**config.mk**
```make
export PLATFORM = sky130hd
export DESIGN_NAME = bcdalu_core
export DESIGN_NICKNAME = d
export VERILOG_FILES = /design/src/bcdalu_pkg.sv /design/src/bcdalu_core.sv
export SDC_FILE = /design/constraint.sdc
export NUM_CORES = 1
export LEC_CHECK = 0
export BUFFER_PORTS_ARGS = -buffer_cell sky130_fd_sc_hd__buf_2
export CAP_MARGIN = 20
export CORE_UTILIZATION = 45
export DETAILED_ROUTE_END_ITERATION = 10
export MAX_ROUTING_LAYER = met4
export PLACE_DENSITY = 0.58
export SLEW_MARGIN = 20
export SYNTH_ARGS = -nofsm -noshare
export SYNTH_HDL_FRONTEND = slang
export SYNTH_SLANG_ARGS = --single-unit
```
**constraint.sdc**
```tcl
create_clock -name core_clk -period 19 [get_ports core_clk]
set_clock_uncertainty 0.05 [all_clocks]
set_input_delay 1.9 -clock core_clk [delete_from_list [all_inputs] [get_ports core_clk]]
set_output_delay 1.9 -clock core_clk [all_outputs]
set_load 0.05 [all_outputs]
```
**src/bcdalu_pkg.sv**
```systemverilog
/*
 * Shared constants and types of the BCD and real arithmetic block:
 * register offsets, command fields, opcodes and the flag layout.
 * Assumes a 32-bit AXI4-Lite register bus with byte addressing.
 */

package bcdalu_pkg;

    // ------------------------------------------------------------
    // Register offsets
    // ------------------------------------------------------------
    localparam logic [3:0] ADDR_ACC   = 4'h0;
    localparam logic [3:0] ADDR_OPND  = 4'h4;
    localparam logic [3:0] ADDR_CMD   = 4'h8;
    localparam logic [3:0] ADDR_FLAGS = 4'hC;

    // ------------------------------------------------------------
    // Command register fields and reset values
    // ------------------------------------------------------------
    localparam int CMD_OP_LSB    = 0;
    localparam int CMD_CONST_BIT = 4;
    localparam int CMD_PTR_BIT   = 5;
    localparam int CMD_PTROK_BIT = 6;
    localparam logic [31:0] ACC_RST  = 32'h0000_0000;
    localparam logic [31:0] OPND_RST = 32'h0000_0000;

    // ------------------------------------------------------------
    // Arithmetic constants and bus response codes
    // ------------------------------------------------------------
    localparam logic [3:0] BCD_MAX   = 4'h9;
    localparam logic [4:0] BCD_ADJ   = 5'h06;
    localparam logic [7:0] EXP_ALL1  = 8'hFF;
    localparam logic [7:0] ALIGN_MAX = 8'h1A;
    localparam logic [4:0] NORM_POS  = 5'h1A;
    localparam logic [1:0] RESP_OKAY = 2'h0;
    localparam logic [1:0] RESP_SLV  = 2'h2;

    // Instruction codes written into the command register.
    typedef enum logic [2:0] {
        OP_NONE    = 3'h0,
        OP_ADD32   = 3'h1,
        OP_ADDREAL = 3'h2,
        OP_SUB16   = 3'h3,
        OP_SUB32   = 3'h4
    } bcdalu_op_e;

    // Status flags, bit 0 is the zero flag.
    typedef struct packed {
        logic bad_operand_flag;
        logic underflow_flag;
        logic sign_error_flag;
        logic invalid_float_flag;
        logic invalid_pointer_flag;
        logic negative_flag;
        logic long_carry_flag;
        logic short_carry_flag;
        logic long_borrow_flag;
        logic short_borrow_flag;
        logic zero_flag;
    } bcdalu_flags_s;

    localparam bcdalu_flags_s FLAGS_RST = 11'h000;

endpackage : bcdalu_pkg

```
**src/bcdalu_core.sv**
```systemverilog
/*
 * Accumulator datapath for double BCD add, real add and single and
 * double BCD subtract, with its status flags, behind an AXI4-Lite
 * slave. Assumes one clock, a synchronous active-low reset and a
 * master that keeps to AXI4-Lite signalling.
 */
// Implementation choices: register access over AXI4-Lite and the address map.

`timescale 1ns/1ps

// Operation
// - Add 32-bit BCD operand into accumulator
// - Constant operand holds up to eight digits
// - Zero flag when accumulator ends zero
// - Short carry from 16-bit BCD add
// - Long carry from 32-bit BCD add
// - Negative flag when accumulator is negative
// - Bad operand on non-BCD digit
// - Flags hold latest affecting instruction result
// - Real add into accumulator
// - Real operands are IEEE single precision
// - Invalid pointer flag on bad pointer
// - Invalid float flag on bad accumulator
// - Sign error flag on overflow
// - Underflow flag on float underflow
// - Bad operand on non-real operand
// - Subtract word from low 16 bits
// - Short borrow from 16-bit subtract
// - Long borrow from 32-bit subtract
// - Subtract 32-bit operand from accumulator
module bcdalu_core #(
    parameter int ADDR_W = 4
) (
    input  wire logic              core_clk,
    input  wire logic              rst_b,
    input  wire logic              ce,
    input  wire logic [ADDR_W-1:0] s_axi_awaddr,
    input  wire logic              s_axi_awvalid,
    output logic                   s_axi_awready,
    input  wire logic [31:0]       s_axi_wdata,
    input  wire logic [3:0]        s_axi_wstrb,
    input  wire logic              s_axi_wvalid,
    output logic                   s_axi_wready,
    output logic [1:0]             s_axi_bresp,
    output logic                   s_axi_bvalid,
    input  wire logic              s_axi_bready,
    input  wire logic [ADDR_W-1:0] s_axi_araddr,
    input  wire logic              s_axi_arvalid,
    output logic                   s_axi_arready,
    output logic [31:0]            s_axi_rdata,
    output logic [1:0]             s_axi_rresp,
    output logic                   s_axi_rvalid,
    input  wire logic              s_axi_rready,
    output bcdalu_pkg::bcdalu_flags_s flags
);

    // ------------------------------------------------------------
    // Register state
    // ------------------------------------------------------------
    logic [31:0]            acc;
    logic [31:0]            opnd;
    bcdalu_pkg::bcdalu_op_e op;
    logic                   via_ptr;
    logic                   ptr_ok;
    logic                   go;
    logic                   wr_fire;
    logic                   rd_fire;
    logic [3:0]             wr_addr;
    logic [3:0]             rd_addr;
    logic [31:0]            wr_merge;

    // Both write channels are taken together, once nothing is pending.
    assign s_axi_awready = ce && !s_axi_bvalid && s_axi_awvalid
                           && s_axi_wvalid;
    assign s_axi_wready  = s_axi_awready;
    assign s_axi_arready = ce && !s_axi_rvalid;
    assign wr_fire = s_axi_awready;
    assign rd_fire = s_axi_arready && s_axi_arvalid;
    assign wr_addr = {s_axi_awaddr[3:2], 2'h0};
    assign rd_addr = {s_axi_araddr[3:2], 2'h0};

    // Byte lanes of a write merge into the word it targets.
    always_comb begin
        wr_merge = (wr_addr == bcdalu_pkg::ADDR_ACC) ? acc : opnd;
        for (int i = 0; i < 4; i++) begin
            if (s_axi_wstrb[i]) begin
                wr_merge[8*i+:8] = s_axi_wdata[8*i+:8];
            end
        end
    end

    // ------------------------------------------------------------
    // Write response channel
    // ------------------------------------------------------------
    always_ff @(posedge core_clk) begin
        if (!rst_b) begin
            s_axi_bvalid <= 1'b0;
            s_axi_bresp  <= bcdalu_pkg::RESP_OKAY;
        end else if (ce) begin
            if (wr_fire) begin
                s_axi_bvalid <= 1'b1;
                s_axi_bresp  <= (wr_addr == bcdalu_pkg::ADDR_FLAGS)
                    ? bcdalu_pkg::RESP_OKAY : bcdalu_pkg::RESP_OKAY;
            end else if (s_axi_bready) begin
                s_axi_bvalid <= 1'b0;
            end
        end
    end

    // Command writes latch the instruction and fire it next cycle.
    always_ff @(posedge core_clk) begin
        if (!rst_b) begin
            op      <= bcdalu_pkg::OP_NONE;
            via_ptr <= 1'b0;
            ptr_ok  <= 1'b0;
            go      <= 1'b0;
            opnd    <= bcdalu_pkg::OPND_RST;
        end else if (ce) begin
            go <= 1'b0;
            if (wr_fire && wr_addr == bcdalu_pkg::ADDR_OPND) begin
                opnd <= wr_merge;
            end
            if (wr_fire && wr_addr == bcdalu_pkg::ADDR_CMD
                && s_axi_wstrb[0]) begin
                op <= bcdalu_pkg::bcdalu_op_e'(
                    s_axi_wdata[bcdalu_pkg::CMD_OP_LSB+:3]);
                // A constant operand never goes through a pointer.
                via_ptr <= s_axi_wdata[bcdalu_pkg::CMD_PTR_BIT]
                    && !s_axi_wdata[bcdalu_pkg::CMD_CONST_BIT];
                ptr_ok  <= s_axi_wdata[bcdalu_pkg::CMD_PTROK_BIT];
                go      <= 1'b1;
            end
        end
    end

    // ------------------------------------------------------------
    // Read channel
    // ------------------------------------------------------------
    always_ff @(posedge core_clk) begin
        if (!rst_b) begin
            s_axi_rvalid <= 1'b0;
            s_axi_rdata  <= 32'h0000_0000;
            s_axi_rresp  <= bcdalu_pkg::RESP_OKAY;
        end else if (ce) begin
            if (rd_fire) begin
                s_axi_rvalid <= 1'b1;
                s_axi_rresp  <= bcdalu_pkg::RESP_OKAY;
                case (rd_addr)
                    bcdalu_pkg::ADDR_ACC:   s_axi_rdata <= acc;
                    bcdalu_pkg::ADDR_OPND:  s_axi_rdata <= opnd;
                    bcdalu_pkg::ADDR_CMD: begin
                        s_axi_rdata <= {25'h0000000, ptr_ok, via_ptr,
                                        1'b0, 1'b0, op};
                    end
                    default: s_axi_rdata <= {21'h000000, flags};
                endcase
            end else if (s_axi_rready) begin
                s_axi_rvalid <= 1'b0;
            end
        end
    end

    // ------------------------------------------------------------
    // BCD adder and subtractor
    // ------------------------------------------------------------
    logic        is_sub;
    logic        is16;
    logic [8:0]  bcd_c;
    logic [31:0] bcd_sum;
    logic        bcd_bad;
    logic [3:0]  dig_a;
    logic [3:0]  dig_b;
    logic [4:0]  sum5;

    assign is_sub = (op == bcdalu_pkg::OP_SUB16)
                    || (op == bcdalu_pkg::OP_SUB32);
    assign is16   = (op == bcdalu_pkg::OP_SUB16);

    // Digit chain; subtract adds the nines complement plus one.
    always_comb begin
        dig_a   = 4'h0;
        dig_b   = 4'h0;
        sum5    = 5'h00;
        bcd_sum = 32'h0000_0000;
        bcd_bad = 1'b0;
        bcd_c   = {8'h00, is_sub};
        for (int i = 0; i < 8; i++) begin
            dig_a = acc[4*i+:4];
            dig_b = opnd[4*i+:4];
            if ((dig_a > bcdalu_pkg::BCD_MAX
                 || dig_b > bcdalu_pkg::BCD_MAX) && (i < 4 || !is16)) begin
                bcd_bad = 1'b1;
            end
            if (is_sub) begin
                dig_b = bcdalu_pkg::BCD_MAX - dig_b;
            end
            sum5 = {1'b0, dig_a} + {1'b0, dig_b} + {4'h0, bcd_c[i]};
            bcd_c[i+1] = (sum5 > {1'b0, bcdalu_pkg::BCD_MAX});
            if (bcd_c[i+1]) begin
                sum5 = sum5 + bcdalu_pkg::BCD_ADJ;
            end
            bcd_sum[4*i+:4] = sum5[3:0];
        end
    end

    // ------------------------------------------------------------
    // Single precision adder
    // ------------------------------------------------------------
    logic [31:0]       fx;
    logic [31:0]       fy;
    logic [26:0]       mx;
    logic [26:0]       my;
    logic [7:0]        sh;
    logic [27:0]       fsum;
    logic [4:0]        lead;
    logic signed [9:0] fexp;
    logic [27:0]       norm;
    logic [31:0]       fres;
    logic              f_ovf;
    logic              f_unf;
    logic              real_bad;

    // Non-numbers are refused; subnormals count as zero.
    assign real_bad = (acc[30:23] == bcdalu_pkg::EXP_ALL1)
                      || (opnd[30:23] == bcdalu_pkg::EXP_ALL1);

    // Align the smaller magnitude, add, then renormalise.
    always_comb begin
        fx = (opnd[30:0] > acc[30:0]) ? opnd : acc;
        fy = (opnd[30:0] > acc[30:0]) ? acc : opnd;
        mx = (fx[30:23] == 8'h00) ? 27'h0 : {1'b1, fx[22:0], 3'h0};
        my = (fy[30:23] == 8'h00) ? 27'h0 : {1'b1, fy[22:0], 3'h0};
        sh = fx[30:23] - fy[30:23];
        my = (sh > bcdalu_pkg::ALIGN_MAX) ? 27'h0 : (my >> sh);
        fsum = (fx[31] == fy[31]) ? ({1'b0, mx} + {1'b0, my})
                                  : ({1'b0, mx} - {1'b0, my});
        lead = 5'h00;
        for (int i = 0; i < 28; i++) begin
            if (fsum[i]) begin
                lead = 5'(i);
            end
        end
        fexp = $signed({2'h0, fx[30:23]}) + $signed({5'h00, lead})
               - $signed({5'h00, bcdalu_pkg::NORM_POS});
        norm = (lead > bcdalu_pkg::NORM_POS) ? (fsum >> 1)
               : (fsum << (bcdalu_pkg::NORM_POS - lead));
        f_ovf = 1'b0;
        f_unf = 1'b0;
        if (fsum == 28'h0) begin
            fres = 32'h0000_0000;
        end else if (fexp >= 10'sh0FF) begin
            fres  = {fx[31], bcdalu_pkg::EXP_ALL1, 23'h000000};
            f_ovf = 1'b1;
        end else if (fexp <= 10'sh000) begin
            fres  = {fx[31], 31'h0000_0000};
            f_unf = 1'b1;
        end else begin
            fres = {fx[31], fexp[7:0], norm[25:3]};
        end
    end

    // ------------------------------------------------------------
    // Execute: accumulator and flag update
    // ------------------------------------------------------------
    logic [31:0]               next_acc;
    bcdalu_pkg::bcdalu_flags_s next_flags;

    // Only flags the instruction uses change; a refused operand
    // leaves the accumulator alone.
    always_comb begin
        next_acc   = acc;
        next_flags = flags;
        next_flags.invalid_pointer_flag = via_ptr && !ptr_ok;
        if (!(via_ptr && !ptr_ok)) begin
            case (op)
                bcdalu_pkg::OP_ADD32: begin
                    next_flags.bad_operand_flag = bcd_bad;
                    if (!bcd_bad) begin
                        next_acc = bcd_sum;
                    end
                    next_flags.short_carry_flag = !bcd_bad
                                                  && bcd_c[4];
                    next_flags.long_carry_flag  = !bcd_bad
                                                  && bcd_c[8];
                end
                bcdalu_pkg::OP_SUB16, bcdalu_pkg::OP_SUB32: begin
                    next_flags.bad_operand_flag = bcd_bad;
                    if (!bcd_bad) begin
                        next_acc = is16 ? {acc[31:16], bcd_sum[15:0]}
                                        : bcd_sum;
                    end
                    next_flags.short_borrow_flag = !bcd_bad
                                                   && !bcd_c[4];
                    next_flags.long_borrow_flag  = !bcd_bad && !is16
                                                   && !bcd_c[8];
                end
                bcdalu_pkg::OP_ADDREAL: begin
                    next_flags.bad_operand_flag = real_bad;
                    if (!real_bad) begin
                        next_acc = fres;
                    end
                    next_flags.sign_error_flag = !real_bad && f_ovf;
                    next_flags.underflow_flag  = !real_bad && f_unf;
                    next_flags.invalid_float_flag =
                        (next_acc[30:23] == bcdalu_pkg::EXP_ALL1);
                end
                default: begin
                    next_acc = acc;
                end
            endcase
            if (op != bcdalu_pkg::OP_NONE) begin
                next_flags.zero_flag = (op == bcdalu_pkg::OP_ADDREAL)
                    ? (next_acc[30:0] == 31'h0)
                    : (next_acc == 32'h0000_0000);
                next_flags.negative_flag = next_acc[31];
            end
        end
    end

    // Accumulator takes bus writes, or the result when firing.
    always_ff @(posedge core_clk) begin
        if (!rst_b) begin
            acc <= bcdalu_pkg::ACC_RST;
        end else if (ce) begin
            if (go) begin
                acc <= next_acc;
            end else if (wr_fire && wr_addr == bcdalu_pkg::ADDR_ACC) begin
                acc <= wr_merge;
            end
        end
    end

    // Flags change only when an instruction fires.
    always_ff @(posedge core_clk) begin
        if (!rst_b) begin
            flags <= bcdalu_pkg::FLAGS_RST;
        end else if (ce && go) begin
            flags <= next_flags;
        end
    end

    logic fire;
    assign fire = go && ce;
endmodule // bcdalu_core

```
# Yosys cells after proc, flatten, opt, wreduce, memory -nomap -nowiden
# Index checks and enable logic that the tools add are counted.
[word_totals]
reg_bits = 115
latchBits = 0
ramBits = 0
mem_bits_ro = 0
inputBits = 52
out_inout_bits = 52
wordCells = 260
n_memories = 0
[classes]
add_sub_neg = 38
multipliers = 0
div_mod_pow = 0
n_lt_le_gt_ge = 29
n_eq_ne = 13
shifts = 2
mux = 90
bitwise_logic = 1
n_reduce_logical = 67
[op_table]
columns = ["op", "count"]
rows = [
  ["$mux 32", 14],
  ["$pmux 32 s3", 2],
  ["$mux 5", 26],
  ["$mux 27", 3],
  ["$gt 4x4->1 const B", 16],
  ["$mux 4", 16],
  ["$mux 31", 2],
  ["$add 4x4->5", 8],
  ["$add 5x1->5", 8],
  ["$gt 5x4->1 const B", 8],
  ["$add 4x3->4 const B", 8],
  ["$logic_not 32->1", 1],
  ["$mux 8", 4],
  ["$sub 4x4->4 const A", 8],
  ["$gt 31x31->1", 1],
  ["$logic_not 31->1", 1],
  ["$add 27x27->28", 1],
  ["$logic_not 28->1", 1],
  ["$mux 28", 1],
  ["$shl 28x5->26", 1],
  ["$sub 27x27->28", 1],
  ["$shr 27x8->27", 1],
  ["$mux 26", 1],
  ["$eq 8x8->1 const B", 3],
  ["29 further kinds", 104],
]

# Logic depth before layout (Yosys ltp)
[logic_depth]
ltp_word = 48
mapped_depth = 78
ltp_nobuf = 66

# Least setup slack after synthesis
# No wires, ideal clock.
[synth_path]
path_type = "register to register"
start = "register acc[29]"
end = "register flags[0] (netlist name)"
setup_ns = 0.069
arrival_ns = 14.603
t_required_ns = 18.881
setup_slack_ns = 4.278
stages_incl_launch_ff = 68
path_buffers = 11
synth_period_minus_slack_ns = 14.722
cell_sequence = "dfxtp_1 clkbuf_1 inv_1 ha_1 buf_2 nand4_4 nor4_4 o211ai_2 nand2_4 buf_6 buf_4 buf_6 clkbuf_1 clkbuf_1 buf_1 a22oi_1 ha_1 nand2b_1 [... 32 more ...] inv_1 ha_1 fa_1 a21oi_1 nor2_1 nor2_1 o21bai_1 a21oi_1 xnor2_1 a31oi_1 nor2_1 or2_2 nor2b_1 a221oi_1 or4b_2 nor4_1 nand4_1 o21ai_1"
[synth_via]
elab_chain_cells = 48
word_cells_on_any_way = 76
cone_classes = "9 x add/sub; 7 x order compare; 2 x eq/ne; 2 x shift; 48 x mux; 8 x reduce/logical"
[synth_rtl]
columns = ["item", "line", "source"]
rows = [
  ["start, declared", "bcdalu_core.sv:60", "logic [31:0] acc;"],
  ["start signal, assigned", "bcdalu_core.sv:323", "acc <= bcdalu_pkg::ACC_RST;"],
  ["start signal, assigned", "bcdalu_core.sv:326", "acc <= next_acc;"],
  ["start signal, assigned", "bcdalu_core.sv:328", "acc <= wr_merge;"],
  ["parallel branches: the longest is 44 deep, another holds $gt 31x31->1", "-", ""],
  ["$pmux 32 s3 *", "bcdalu_core.sv:275", "case (op)"],
  ["$mux 32 *", "bcdalu_core.sv:274", "if (!(via_ptr && !ptr_ok)) begin"],
  ["$logic_not 32->1 / $logic_not 31->1 (equally long branches)", "bcdalu_core.sv:314, bcdalu_core.sv:313", ""],
  ["$mux 1 *", "bcdalu_core.sv:313", "? (next_acc[30:0] == 31'h0)"],
  ["end signal, assigned", "bcdalu_core.sv:336", "flags <= bcdalu_pkg::FLAGS_RST;"],
  ["end signal, assigned", "bcdalu_core.sv:338", "flags <= next_flags;"],
  ["end, declared", "bcdalu_core.sv:54", "output bcdalu_pkg::bcdalu_flags_s flags"],
]
# Mark *: on every way between the ends. The select of a mux whose other input is x is not followed.
# A chain may end at the register's enable or synchronous reset.

# Final worst setup path
[layout_path]
start = "register acc[27]"
end = "register flags[0] (netlist name)"
# Same word-level chain as after synthesis.

==> results.ini <==
[setup_path]
crit_path_max_fanout = 20
required_ns = 19.31
crit_path_start_kind = register
path_delay_family = compound AO/OA/AOI/OAI gates
cpMostUsedCell = a21oi_1
slowest_stage = xnor2_1
critPathLaunch = acc[27]
critPathCaptureType = register
critPathBufInv = 5
cp_slowest_stage_delay_ns = 0.83
worstSetupPathType = register to register
crit_arrival_ns = 18.24
reg2reg_from = acc[27]

[clock_tree]
cts.clk_slew.worst_paths_ns = 0.06
clk_latency_ns = 0.43
cts_buffer_depth = 2
cts_resized = 0
clock-sinks = 115
root_buffer = clkbuf_16
holdBufCountCts = 0
cts_tree = built
cts_buffers = 17
htreeDepth = 4
postCtsSetupBuffers = 0

[die]
rows = 72
start_util_pct = 46.1
die_y_um = 202
core_um2 = 39100
io_pins = 104
die_w_um = 202
dieArea_um2 = 40900

[global_route]
grt_antenna_before_repair = 3
grt_max_degree = 100
grt_pass1_wl_um = 121000
grt_usage_pct = 40.4
grt_pass1_vias = 19100
grt_overflow = 0

[routing]
via_per_inst = 6.71
wire_per_inst_um = 26.5
dr.pass1.iters = 8
drc_errors = 0
drt-initial-drc-count = 2572
drtAntennaViolNets = 0
wirelength_um = 81700
via_count = 20700

[synthesis]
synth_cell_types = 111
synth_cells = 2558
synthesis.area_um2 = 18000
postSynthAreaPerCell_um2 = 7.05
synth_warnings = 0
synthArstFlopShare_pct = 0
ys.flop_type = dfxtp_1
yosys_register_bits = 115
ys_seq_area_share_pct = 12.8
synth_edf_count = 0

[finish]
nets = 2729
mostFrequentLayoutCell = a21oi_1
layout_common_cells = 288 x a21oi_1, 266 x nand2_1, 265 x nor2_1
final_core_util_pct = 49.8
final_area_um2 = 19500
drive_gt1_share_pct = 12.2
area_delta_synth_final_pct = 8.04
instances_no_fill = 3081

[power]
leakage_nw = 8.12
power_density_nw_per_um2 = 88.9
power_frac_comb_pct = 66.5
max-vdd-ir-drop_mv = 0.146
totalPowerFinal_mw = 1.73
seqPwrFrac_pct = 14.6
switching_share_pct = 53.6
clkPwrFrac_pct = 18.9
p_int_mw = 0.804
power_switching_mw = 0.929

[worst_hold_path]
min_path_type = register to register
min_from = s_axi_rdata[0]

[placed_design]
placed_area_um2 = 18900
port_buffers = 95
gp_congestion = 1.05
dp.cells = 3045
dp_hpwl_um = 64000

[timing]
maxSlewViolCount = 0
slew_headroom_pct = 22.5
finalSetupTns_ns = 0
tightest_slew_ns = 1.16
fmax_mhz = 55.8
final.min_clock_period_ns = 17.93
rsz0062_at_grt = no
setup_violations = 0
fin_crit_sh_pct = 94.4
hold_viol_final = 0

[run_status]
status = finished clean

[job]
max_cap_violations = 0

state kept, by name, indices dropped and copies added, names as in the netlist:
name / count
ptr_ok: 1
s_axi_rvalid: 1
opnd: 32
flags: 11
s_axi_bvalid: 1
op: 3
s_axi_rdata: 32
acc: 32
go: 1
via_ptr: 1
routing by layer:
layer | up-vias | wire (um) | GRT usage [%]
met1 | 9828 | 33400 | 51.7
met5 | - | 0 | -
li1 | 9353 | - | -
met2 | 1219 | 35400 | 60.7
met4 | 0 | 4650 | 19.1
met3 | 265 | 8260 | 7.90
area by class of cell:
cell class                      instances  area [um2]
Sequential cell                       115        2300
Clock buffer                           21         480
Clock inverter                         11         126
Inverter                              132         499
Multi-Input combinational cell       2119       14500
Antenna cell                            4        10.0
Fill cell                            4059       19600
Timing Repair Buffer                  161         968
Tap cell                              518         648
worst reg2reg max path: cells and delay by family, from the launching register on:
family / cells / cell delay (ns)
simple gates: 19 / 5.72
flops: 1 / 0.65
xor+xnor: 3 / 1.15
fa+ha+maj: 7 / 2.46
buf+inv: 5 / 0.85
compound gates: 23 / 6.97
logic make-up (layout without fill, tap and decap cells):
family / count (synthesis) / count (layout) / synth area share (%)
other: 1 / 8 / 0.0208
xor gates and xnor gates: 103 / 103 / 5.13
buffers and inverters: 327 / 325 / 7.33
adders and majority gates: 131 / 131 / 9.80
muxes: 180 / 180 / 12.4
DFF: 115 / 115 / 12.8
AOI/OAI and AO/OA: 839 / 839 / 30.1
and+or+nand+nor: 862 / 862 / 22.5
power groups by stage:
stage / logic (mW) / registers [mW] / clock network, mW
detailed placement: 1.11 / 0.257 / 0
global route: 1.22 / 0.252 / 0.342
CTS: 1.12 / 0.252 / 0.329
floorplan: 0.778 / 0.257 / 0
global placement: 1.12 / 0.257 / 0
finish: 1.15 / 0.252 / 0.328
through the flow:
step / worst slack [ns] / hold slack (ns)
4_1_cts: 1.70 / 0.408
2_1_floorplan: 4.28 / 0.406
6_report: 1.07 / 0.409
5_1_grt: 0.191 / 0.439
3_3_place_gp: 1.85 / 0.393
3_5_place_dp: 1.75 / 0.400
synthesized netlist by cell type, types with 14 or more instances:
cell type | count | area, um2
a21oi_1 | 288 | 1440
and2_1 | 19 | 119
buf_1 | 14 | 52.6
mux2_2 | 18 | 203
mux2i_1 | 126 | 1260
nor2b_1 | 16 | 100
ha_1 | 114 | 1430
nand3_1 | 61 | 305
or3_1 | 16 | 100
buf_2 | 17 | 85.1
nor4_1 | 17 | 106
nand2_1 | 266 | 998
nand2b_1 | 23 | 144
nand4_1 | 41 | 257
xor2_1 | 27 | 236
xnor2_1 | 73 | 639
nor2_1 | 266 | 998
a31oi_1 | 32 | 200
a21o_1 | 39 | 293
nor3_1 | 71 | 355
and3_1 | 14 | 87.6
a211oi_1 | 52 | 390
fa_1 | 17 | 340
dfxtp_1 | 115 | 2300
inv_1 | 125 | 469
o21ai_0 | 179 | 896
o211ai_1 | 31 | 233
a22oi_1 | 16 | 120
mux4_2 | 28 | 631
clkbuf_1 | 147 | 552
path summary, 6_finish.rpt:
check	end	slack (ns)	cells past startpoint
setup / recovery	flags[0]	1.07	57
hold / removal	s_axi_rdata[0]	0.41	2
setup reg to reg	flags[0]	1.07	57
hold reg to reg	s_axi_rdata[0]	0.41	2
(Power assumes the default switching activity.)
